`src/design/fpmc_regs.vh`:
```
/*
 flash program memory control: register offset, field positions,
 reset values, function codes, map borders and operation times.
 assumes inclusion by bare name from the control module.
*/
`ifndef FPMC_REGS_VH
`define FPMC_REGS_VH
`define FPMC_CTRL_ADDR 8'hFB
`define FPMC_UPPER_BOOT_SELECT_BIT 7
`define FPMC_LOWER_BOOT_SELECT_BIT 6
`define FPMC_HV_BIT 5
`define FPMC_RSVD_BIT 4
`define FPMC_FC_MSB 3
`define FPMC_UBS_RESET 2'h0
`define FPMC_UBS_BOOT 2'h3
`define FPMC_FC_RESET 4'h0
`define FPMC_FC_BYTE 4'h5
`define FPMC_FC_PAGE 4'hC
`define FPMC_FC_BLOCK 4'h3
`define FPMC_FC_FULL 4'hA
`define FPMC_BOOT_BORDER 16'hFC00
`define FPMC_FLASH_TOP 16'h8000
`define FPMC_SEC_ADDR 15'h7FFF
`define FPMC_SEC_ON 8'h50
`define FPMC_ERASED 8'hFF
`define FPMC_PAGE_MASK 15'h7FE0
`define FPMC_BLOCK_MASK 15'h7F00
`define FPMC_FULL_MASK 15'h0000
`define FPMC_SZ_PAGE 2'h1
`define FPMC_SZ_BLOCK 2'h2
`define FPMC_SZ_FULL 2'h3
`define FPMC_TGT_INT 2'h0
`define FPMC_TGT_EXT 2'h1
`define FPMC_TGT_BOOT 2'h2
`define FPMC_CLK_PERIOD_NS 20
`define FPMC_WRITE_TIME_NS 2500000
`define FPMC_ERASE_TIME_NS 5000000
`endif

```
`src/design/fpmc_flash_ctrl.v`:
```
/*
 flash program memory control: boot/user code map, control register,
 erase and write sequencing with on-chip timing, security latch.
 assumes a cpu core on sys_clk_in, a flash macro that takes the
 command outputs, and strap pins held steady across reset.
*/
`timescale 1ns/1ps
`include "fpmc_regs.vh"

// What this block does
// - byte write plus page, block and full erase of the flash.
// - byte write runs a fixed 2.5 ms timed cycle.
// - page, block and full erase run a fixed 5 ms timed cycle.
// - erase drives all-ones data so erased bytes read back as ones.
// - security byte is read from the top flash address.
// - external access low maps all user code to external memory.
// - both select bits zero maps user memory over the whole space.
// - plain reset clears select bits; start at zero per access level.
// - strobe and access low, latch high at reset starts in boot rom.
// - select 01 gives user below 63K and boot rom above.
// - select 10 maps like 01; upper bit cleared on user fetch.
// - select 11 maps boot rom over the whole code space.
// - return crossing 63K downward clears both select bits.
// - erase and write start only from boot code above 63K.
// - no flash fetch or read while an erase or write runs.
// - select bits at 7 and 6, read-only high voltage flag at 5.
// - function code in bits 3..0 resets to zero, four valid codes.
// - when secure, only internal code loads codes; others full erase.
// - security active on 50h, latched at reset, cleared when a full erase ends.
module fpmc_flash_ctrl #(
    parameter WRITE_CYCLES = `FPMC_WRITE_TIME_NS / `FPMC_CLK_PERIOD_NS,
    parameter ERASE_CYCLES = `FPMC_ERASE_TIME_NS / `FPMC_CLK_PERIOD_NS,
    parameter CNT_W = 18
) (
    input wire sys_clk_in,
    input wire reset_in,
    input wire program_store_strobe_n_in,
    input wire address_latch_in,
    input wire external_access_select_n_in,
    input wire [7:0] sfr_addr_in,
    input wire sfr_wr_in,
    input wire sfr_rd_in,
    input wire [7:0] sfr_wdata_in,
    output reg [7:0] sfr_rdata_out,
    input wire fetch_req_in,
    input wire [15:0] fetch_addr_in,
    input wire fetch_is_return_in,
    output wire fetch_stall_out,
    output reg [1:0] fetch_target_out,
    input wire data_rd_req_in,
    input wire [15:0] data_rd_addr_in,
    output wire data_rd_stall_out,
    output reg data_rd_denied_out,
    input wire op_start_in,
    input wire [15:0] data_pointer_in,
    input wire [7:0] accumulator_in,
    output reg op_refused_out,
    output reg high_voltage_flag_out,
    output reg [14:0] mem_addr_out,
    output reg [7:0] mem_wdata_out,
    output reg mem_write_out,
    output reg mem_erase_out,
    output reg [1:0] mem_erase_size_out,
    output reg mem_read_out,
    input wire [7:0] mem_rdata_in
);

localparam ST_STRAP = 3'h0;
localparam ST_SECRD = 3'h1;
localparam ST_SECCAP = 3'h2;
localparam ST_IDLE = 3'h3;
localparam ST_OP = 3'h4;

localparam integer WRITE_LAST = WRITE_CYCLES - 1;
localparam integer ERASE_LAST = ERASE_CYCLES - 1;
localparam [CNT_W-1:0] WRITE_LOAD = WRITE_LAST[CNT_W-1:0];
localparam [CNT_W-1:0] ERASE_LOAD = ERASE_LAST[CNT_W-1:0];

// ---------------------------------------------------------------
// strap synchronisers
// ---------------------------------------------------------------
reg [1:0] program_store_strobe_sync;
reg [1:0] ale_sync;
reg [1:0] ea_sync;

// free-running so the pin levels are settled at reset release
always @(posedge sys_clk_in) begin
    program_store_strobe_sync <= {program_store_strobe_sync[0], program_store_strobe_n_in};
    ale_sync <= {ale_sync[0], address_latch_in};
    ea_sync <= {ea_sync[0], external_access_select_n_in};
end

// ---------------------------------------------------------------
// state
// ---------------------------------------------------------------
reg [2:0] state;
reg [1:0] ubs;
reg [3:0] fc;
reg ea_high;
reg secure;
reg [CNT_W-1:0] timer;
reg [3:0] op_code;
reg [1:0] exec_tgt;
reg exec_hi;

wire ready = (state == ST_IDLE);
wire busy = (state == ST_OP);
wire sfr_hit = (sfr_addr_in == `FPMC_CTRL_ADDR);
wire fc_valid = (fc == `FPMC_FC_BYTE) || (fc == `FPMC_FC_PAGE) ||
                (fc == `FPMC_FC_BLOCK) || (fc == `FPMC_FC_FULL);

// ---------------------------------------------------------------
// code map
// ---------------------------------------------------------------
reg in_boot_area;
reg boot_sel;
reg ret_cross;
reg [1:0] tgt;

always @* begin
    in_boot_area = (fetch_addr_in >= `FPMC_BOOT_BORDER);
    ret_cross = fetch_is_return_in && exec_hi && !in_boot_area;
    case (ubs)
        2'h0: boot_sel = 1'b0;
        2'h1: boot_sel = in_boot_area;
        2'h2: boot_sel = in_boot_area;
        default: boot_sel = 1'b1;
    endcase
    // return target already lands in user memory
    if (ret_cross)
        boot_sel = 1'b0;
    // access level picks internal or external
    if (boot_sel) begin
        tgt = `FPMC_TGT_BOOT;
    end else if (!ea_high) begin
        tgt = `FPMC_TGT_EXT;
    end else if (fetch_addr_in < `FPMC_FLASH_TOP) begin
        tgt = `FPMC_TGT_INT;
    end else begin
        tgt = `FPMC_TGT_EXT;
    end
end

// hold flash fetches and reads during init and cycles
assign fetch_stall_out = fetch_req_in && !ready && (tgt == `FPMC_TGT_INT);

wire data_int = ea_high && (data_rd_addr_in < `FPMC_FLASH_TOP);
assign data_rd_stall_out = data_rd_req_in && data_int && !ready;

wire fetch_take = fetch_req_in && !fetch_stall_out && (state != ST_STRAP);

// ---------------------------------------------------------------
// fetch tracking
// ---------------------------------------------------------------
always @(posedge sys_clk_in or posedge reset_in) begin
    if (reset_in) begin
        fetch_target_out <= `FPMC_TGT_INT;
        exec_tgt <= `FPMC_TGT_INT;
        exec_hi <= 1'b0;
        data_rd_denied_out <= 1'b0;
    end else begin
        // map from select value held before this cycle's write
        if (fetch_take) begin
            fetch_target_out <= tgt;
            exec_tgt <= tgt;
            exec_hi <= in_boot_area;
        end
        // external or boot code may not read secured flash
        data_rd_denied_out <= data_rd_req_in && data_int && ready &&
                              secure && (exec_tgt != `FPMC_TGT_INT);
    end
end

// ---------------------------------------------------------------
// control register and sequencer
// ---------------------------------------------------------------
reg [3:0] fc_wr;
reg [1:0] next_ubs;

always @* begin
    // when secured, external or boot code loads only the full erase code
    if (secure && (exec_tgt != `FPMC_TGT_INT) &&
        (sfr_wdata_in[`FPMC_FC_MSB:0] != `FPMC_FC_FULL)) begin
        fc_wr = fc;
    end else begin
        fc_wr = sfr_wdata_in[`FPMC_FC_MSB:0];
    end
    next_ubs = ubs;
    // upper bit dropped on a user-range fetch
    if (fetch_take && (ubs == 2'h2) && !in_boot_area) begin
        next_ubs = 2'h0;
    end
    // border crossing by a return clears both
    if (fetch_take && ret_cross) begin
        next_ubs = 2'h0;
    end
    if (sfr_wr_in && sfr_hit) begin
        next_ubs = sfr_wdata_in[`FPMC_UPPER_BOOT_SELECT_BIT:`FPMC_LOWER_BOOT_SELECT_BIT];
    end
end

always @(posedge sys_clk_in or posedge reset_in) begin
    if (reset_in) begin
        state <= ST_STRAP;
        ubs <= `FPMC_UBS_RESET;
        fc <= `FPMC_FC_RESET;
        ea_high <= 1'b0;
        secure <= 1'b0;
        timer <= {CNT_W{1'b0}};
        op_code <= `FPMC_FC_RESET;
        op_refused_out <= 1'b0;
        high_voltage_flag_out <= 1'b0;
        mem_addr_out <= 15'h0000;
        mem_wdata_out <= 8'h00;
        mem_write_out <= 1'b0;
        mem_erase_out <= 1'b0;
        mem_erase_size_out <= 2'h0;
        mem_read_out <= 1'b0;
        sfr_rdata_out <= 8'h00;
    end else begin
        op_refused_out <= 1'b0;
        // fields at 7..6, flag at 5, reserved reads zero
        if (sfr_rd_in && sfr_hit) begin
            sfr_rdata_out <= {ubs, high_voltage_flag_out, 1'b0, fc};
        end else begin
            sfr_rdata_out <= 8'h00;
        end
        if (state != ST_STRAP)
            ubs <= next_ubs;
        if (sfr_wr_in && sfr_hit && !busy) begin
            fc <= fc_wr;
        end
        case (state)
            ST_STRAP: begin
                ea_high <= ea_sync[1];
                if (!program_store_strobe_sync[1] && !ea_sync[1] && ale_sync[1]) begin
                    ubs <= `FPMC_UBS_BOOT;
                end else begin
                    ubs <= `FPMC_UBS_RESET;
                end
                state <= ST_SECRD;
            end
            ST_SECRD: begin
                mem_addr_out <= `FPMC_SEC_ADDR;
                mem_read_out <= 1'b1;
                state <= ST_SECCAP;
            end
            ST_SECCAP: begin
                if (mem_read_out) begin
                    mem_read_out <= 1'b0;
                end else begin
                    secure <= (mem_rdata_in == `FPMC_SEC_ON);
                    state <= ST_IDLE;
                end
            end
            ST_IDLE: begin
                if (op_start_in) begin
                    // only boot code above the border
                    if ((exec_tgt == `FPMC_TGT_BOOT) && exec_hi && fc_valid) begin
                        state <= ST_OP;
                        op_code <= fc;
                        high_voltage_flag_out <= 1'b1;
                        case (fc)
                            `FPMC_FC_PAGE: begin
                                mem_addr_out <= data_pointer_in[14:0] & `FPMC_PAGE_MASK;
                                mem_erase_size_out <= `FPMC_SZ_PAGE;
                            end
                            `FPMC_FC_BLOCK: begin
                                mem_addr_out <= data_pointer_in[14:0] & `FPMC_BLOCK_MASK;
                                mem_erase_size_out <= `FPMC_SZ_BLOCK;
                            end
                            `FPMC_FC_FULL: begin
                                mem_addr_out <= `FPMC_FULL_MASK;
                                mem_erase_size_out <= `FPMC_SZ_FULL;
                            end
                            default: begin
                                mem_addr_out <= data_pointer_in[14:0];
                                mem_erase_size_out <= 2'h0;
                            end
                        endcase
                        if (fc == `FPMC_FC_BYTE) begin
                            timer <= WRITE_LOAD;
                            mem_write_out <= 1'b1;
                            mem_wdata_out <= accumulator_in;
                        end else begin
                            timer <= ERASE_LOAD;
                            mem_erase_out <= 1'b1;
                            mem_wdata_out <= `FPMC_ERASED;
                        end
                    end else begin
                        op_refused_out <= 1'b1;
                    end
                end
            end
            ST_OP: begin
                if (op_start_in)
                    op_refused_out <= 1'b1;
                if (timer == {CNT_W{1'b0}}) begin
                    state <= ST_IDLE;
                    high_voltage_flag_out <= 1'b0;
                    mem_write_out <= 1'b0;
                    mem_erase_out <= 1'b0;
                    mem_erase_size_out <= 2'h0;
                    // full erase wipes the security byte too
                    if (op_code == `FPMC_FC_FULL) begin
                        secure <= 1'b0;
                    end
                end else begin
                    timer <= timer - 1'b1;
                end
            end
            default: begin
                state <= ST_IDLE;
            end
        endcase
    end
end

endmodule

```
`config.mk`:
```
export PLATFORM = sky130hd
export DESIGN_NAME = fpmc_flash_ctrl
export DESIGN_NICKNAME = d
export VERILOG_FILES = /design/src/design/fpmc_flash_ctrl.v
export VERILOG_INCLUDE_DIRS = /design/src /design/src/design
export SDC_FILE = /design/constraint.sdc
export NUM_CORES = 1
export LEC_CHECK = 0
export BUFFER_PORTS_ARGS = -buffer_cell sky130_fd_sc_hd__buf_4
export CAP_MARGIN = 20
export CORE_MARGIN = 3
export CORE_UTILIZATION = 47
export CTS_BUF_LIST = sky130_fd_sc_hd__clkbuf_4
export DETAILED_ROUTE_END_ITERATION = 10
export PLACE_DENSITY = 0.87
export SLEW_MARGIN = 15
export SYNTH_ARGS = -nofsm -noshare
export SYNTH_HDL_FRONTEND = slang
export SYNTH_SLANG_ARGS = --single-unit
```
`constraint.sdc`:
```
create_clock -name sys_clk_in -period 2.05 [get_ports sys_clk_in]
set_clock_uncertainty 0.1 [all_clocks]
set_input_delay 0.205 -clock sys_clk_in [delete_from_list [all_inputs] [get_ports sys_clk_in]]
set_output_delay 0.205 -clock sys_clk_in [all_outputs]
set_load 0.02 [all_outputs]
```
# After elaboration in Yosys (flattened, before gate mapping)

Cells that the tools add are included.

Register bits after elaboration: 81
Output and inout bits: 43

Add/subtract/negate cells: 1
Magnitude comparators: 3
Equal/unequal tests: 23
Muxes and demuxes: 53
Bitwise operators: 1
Reduce and logical (&&, ||, !) cells: 56

Operators by type and width:

| kind                                                | number |
|---|---|
| 2-to-1 mux 18 bit                                   | 4 |
| one-hot mux 15 bit (3 select lines)                 | 1 |
| one-hot mux 18 bit (2 select lines)                 | 1 |
| less-than comparator 16 bit (second input constant) | 2 |
| 2-to-1 mux 15 bit                                   | 2 |
| one-hot mux 15 bit (2 select lines)                 | 1 |
| logical AND 1 bit                                   | 24 |
| 2-to-1 mux 2 bit                                    | 10 |
| logical NOT 18 bit                                  | 1 |
| 2-to-1 mux 1 bit                                    | 18 |
| subtractor 18 x 1 -> 18 bit (second input constant) | 1 |
| >= comparator 16 bit (second input constant)        | 1 |
| 2-to-1 mux 8 bit                                    | 2 |
| AND reduction 4 bit                                 | 4 |
| one-hot mux 3 bit (5 select lines)                  | 1 |
| one-hot mux 1 bit (2 select lines)                  | 7 |
| == test 4 bit (second input constant)               | 3 |
| 2-to-1 mux 3 bit                                    | 4 |
| nonzero test 2 bit                                  | 6 |
| AND reduction 5 bit                                 | 2 |
| == test 8 x 7 -> 1 bit (second input constant)      | 1 |
| == test 8 bit (second input constant)               | 1 |
| != test 2 x 1 -> 1 bit (second input constant)      | 4 |
| != test 2 bit (second input constant)               | 4 |
| other kinds (20)                                    | 32 |

# Logic depth before layout (Yosys ltp)

Word-level depth: 17
Depth in mapped cells: 8

# Worst setup path before layout

Ideal clock, no wire load.

Path kind: register -> register
Start point: reg timer[0]
End point: reg mem_erase_size_out[0]
Data arrival time: 2.001 ns
Setup slack: -0.171 ns
Stages on the path, launching flop included: 7
Buffers on the path: 0
Clock period less this slack: 2.221 ns
Path through: dfrtp_1 > inv_1 > ha_1 > nor4b_1 > and2_0 > nand2_1 > a31o_2

Cells in the longest elaborated chain, start to end: 3

Ends and longest elaborated chain:

| element                                 | line                  | source |
|---|---|---|
| start, declared                         | fpmc_flash_ctrl.v:101 | `reg [CNT_W-1:0] timer;` |
| start signal, assigned                  | fpmc_flash_ctrl.v:209 | `timer <= {CNT_W{1'b0}};` |
| start signal, assigned                  | fpmc_flash_ctrl.v:309 | `timer <= timer - 1'b1;` |
| logical NOT 18 bit                      | fpmc_flash_ctrl.v:298 | `if (timer == {CNT_W{1'b0}}) begin` |
| != test 2 x 1 -> 1 bit (no source line) | -                     |  |
| AND reduction 4 bit (no source line)    | -                     |  |
| end signal, assigned                    | fpmc_flash_ctrl.v:266 | `` mem_erase_size_out <= `FPMC_SZ_PAGE; `` |
| end signal, assigned                    | fpmc_flash_ctrl.v:270 | `` mem_erase_size_out <= `FPMC_SZ_BLOCK; `` |
| end signal, assigned                    | fpmc_flash_ctrl.v:274 | `` mem_erase_size_out <= `FPMC_SZ_FULL; `` |
| end, declared                           | fpmc_flash_ctrl.v:63  | `output reg [1:0] mem_erase_size_out,` |

No other way between the ends.
A chain may end at the register's enable or synchronous reset.

# Worst setup path in the final report

Start point: reg ubs[1]
End point: out fetch_stall_out

Cells in the longest elaborated chain, start to end: 7
Elaborated cells between the ends (all ways): 9
Those cells by class: eq/ne (2); mux (3); reduce/logical (4)

Ends and longest elaborated chain:

| element                                                        | line                  | source |
|---|---|---|
| start, declared                                                | fpmc_flash_ctrl.v:97  | `reg [1:0] ubs;` |
| start signal, assigned                                         | fpmc_flash_ctrl.v:205 | `` ubs <= `FPMC_UBS_RESET; `` |
| start signal, assigned                                         | fpmc_flash_ctrl.v:229 | `ubs <= next_ubs;` |
| start signal, assigned                                         | fpmc_flash_ctrl.v:237 | `` ubs <= `FPMC_UBS_BOOT; `` |
| == test 2 bit / == test 2 x 1 -> 1 bit (equally long branches) | fpmc_flash_ctrl.v:123 | `case (ubs)` |
| OR reduction 2 bit (no source line)                            | -                     |  |
| one-hot mux 1 bit (2 select lines) *                           | fpmc_flash_ctrl.v:123 |  |
| 2-to-1 mux 1 bit *                                             | fpmc_flash_ctrl.v:130 | `if (ret_cross)` |
| 2-to-1 mux 2 bit *                                             | fpmc_flash_ctrl.v:133 | `if (boot_sel) begin` |
| logical NOT 2 bit (no source line) *                           | -                     |  |
| logical AND 1 bit *                                            | fpmc_flash_ctrl.v:145 | `` assign fetch_stall_out = fetch_req_in && !ready && (tgt == `FPMC_TGT_INT); `` |
| end, declared                                                  | fpmc_flash_ctrl.v:48  | `output wire fetch_stall_out,` |

Every way passes the cells marked *; elsewhere a longest branch is shown, timed or not.

==> metrics <==
outcome=finished, violations left; failing checks=negative setup slack; pwr dens=~570 nW/um^2; #FFs+latches synth=80; Mapped Cells=392; first-pass GRT wire length=~18000 microns; Crit Path Category=flop to output port; DP HPWL=roughly 7200 microns; vias in the first global route=roughly 3800; Ys Warns=0; leading cell type in the layout, fill and taps excluded=buf_4; syn nets=486; cell family with most CP delay=flip-flops; Worst Path Arrival=approximately 1.8 ns; die width=between 90 and 100 microns; filler instances=530; DR vias/cell=5.57; initial antenna violation count=0; DRC=0; clock-pin slew on the worst setup and hold paths=between 0.1 and 0.15 ns; Critical Path RT=1.75 ns; leakage power=roughly 2.7 nW; pin count of the biggest net entering global routing=75; Pre-Repair DR Iteration Count=5; CTS tree=done; Final Core Density=73.4%; most frequent cells in the layout=buf_4, dfrtp_1, nand2_1, dlygate4sd3_1, o21ai_0; Setup Viol. Count Final=1; core area=7770 sq um; area delta synth->final=50.2%; die area=9190 sq um; Antenna Nets Post-Route=0; cell type with the largest total area after synthesis=dfrtp_1; clk sinks=80; multi-input logic area=around 1800 sq um; IO Pins=between 100 and 150; Max stage delay on crit path=0.42 ns; CTS Buf Count=9; Avg Cell Area, Syn=between 9 and 10 sq um; Top FF cell, synth=dfrtp_1; share of layout cells above drive strength 1=a little over a third; drt total wl=11400 microns; worst-skew pair later-pin latency=roughly 0.44 ns; clk buf depth=2; synth top area cells=dfrtp_1, nand2_1, o21ai_0; DRT iter0 DRCs=between 200 and 300; Peak Freq=roughly 480 MHz; Initial Util=48.9%; fin nets=slightly below 700; Synth async-reset ratio=~93%; clock root cell=clkbuf_4; CP Capture Type=output port; Final Cycle Share=102%; Vert. Die Dim=about 96 microns; H-tree Lvls=3; worst path bufs/invs=2; Startpoint Class=flop; Rows=32; Hold Fails Final Rpt=0; final worst hold slack=approximately 0.01 ns; sequential share of the synthesized area=51.9%; EDFF count, synth=0; Crit Path Max Fanout=2; peak supply drop=roughly 0.00053 V; mapped cell area=3800 sq um; critical path, cell by cell=inv_2 -> ha_4 -> a21o_1 -> o211a_1 -> and2_4 -> buf_6; RSZ-0062 raised after global routing=yes; FF/Latch Area=1970 sq um; max cap viols=0; Worst path slowest cell=dfrtp_1; minimum clock period=roughly 2.1 ns; antenna diode count=0; drt wl/cell=approximately 17 microns; hold crit path type=input port to flop; GPL Wtd Cong=just under 0.9; total number of vias=3847; Netlist cell types=59; Slew Viols, Final=0; PortBufs=between 100 and 150; global route overflow=0; Synth top area share=between 40% and 50%; GR Util All Layers=between 20% and 30%; final worst slack=-0.0431 ns
==> cells by family after synthesis <==
| group | count (synthesis) | synth area share [%] |
|---|---|---|
| compound gates | 96 | 15.6 |
| xor+xnor | 8 | 1.85 |
| fa+ha+maj | 3 | 0.989 |
| simple gates | 170 | 24.5 |
| flops | 80 | 51.9 |
| mux | 7 | 2.01 |
| other cells | 1 | 0.0988 |
| buf+inv | 27 | 3.07 |
==> registers in the layout (all words and copies together) (netlist names), 3 cells and up <==
signal         cells
mem_addr_out      15
op_code            4
fc                 4
sfr_rdata_out      7
mem_wdata_out      8
state              3
timer             18
==> layout make-up <==
cell class                 instances  area share (%)
sequential                        80            34.6
multi-input combinational        285            31.1
timing repair buffer             200            29.0
inverter                           8           0.593
clock inverter                     5            1.03
clock buffer                      11            1.45
tap                              102            2.24
==> routing by layer <==
| layer | share of wire [%] | vias up | global-route usage [%] |
|---|---|---|---|
| met5 | 0 | - | 0 |
| met4 | 3.3 | 0 | 12.0 |
| met3 | 6.2 | 35 | 3.75 |
| met2 | 50 | 159 | 42.8 |
| met1 | 40 | 1863 | 30.9 |
| li1 | - | 1790 | - |
==> path summary, 6_finish.rpt <==
kind	startpoint	endpoint	slack, ns	cells past startpoint
max in group asynchronous	reset_in	state[2]	1.16	4
min reg2reg	ea_sync[0]	ea_sync[1]	0.24	0
max reg2reg	fc[0]	timer[8]	0.07	6
min	data_pointer_in[13]	mem_addr_out[13]	0.01	3
max	ubs[1]	fetch_stall_out	-0.04	6
min in group asynchronous	reset_in	timer[5]	0.32	4
==> metrics by stage <==
step	instances	worst slack, ns	TNS (ns)	power [mW]	area (sq um)
after detailed placement	619	0.0109	0	2.12	4970
after CTS	685	-0.0903	-0.0903	3.14	5600
after floorplan	392	0.0728	0	1.92	3810
after global placement	619	0.148	0	2.09	4970
after global routing	691	-0.110	-0.384	3.40	5700
final	691	-0.0431	-0.0431	3.27	5700
==> worst reg2reg max path: stages (launching register included) <==
cell and delay (ns):
dfrtp_1 0.45, xnor2_2 0.39, nor4_4 0.13, buf_4 0.16
buf_4 0.15, or4_1 0.47, nand2_1 0.08
==> where the power goes <==
group          switching (mW)  total (mW)  internal (mW)  leakage, nW
Sequential             0.0403        1.66           1.62        0.996
Combinational           0.279       0.641          0.361         1.66
Clock                   0.560       0.961          0.402       0.0735
Total                   0.879        3.27           2.39         2.73
==> repair_timing <==
item / 4_1_cts / 5_1_grt
gates resized for setup: 4 / 15
endpoints found under the setup margin: 3 / 13
hold endpoints to repair: 117 / 0
cloned: 1 / 0
setup buffers: 7 / 6
hold buffers: 42 / 0
pin swaps: 5 / 3
==> Yosys cell counts, types with 4 or more instances <==
library cell	instances
o41ai_1	4
xnor2_1	8
nor2b_1	6
dfrtp_1	74
and3_1	8
nand3b_1	5
a21oi_1	29
nand2_1	67
clkbuf_1	13
a211oi_1	4
o31ai_1	4
dfxtp_1	6
nor4_1	4
nand4b_1	4
a31oi_1	5
nor3_1	8
nand3_1	10
inv_1	7
a21o_1	5
o21ai_0	32
nor2_1	22
mux2_2	5
o211ai_1	4
nand4_1	4
and2_1	6
Note: power is estimated with default switching activity, not from simulation.
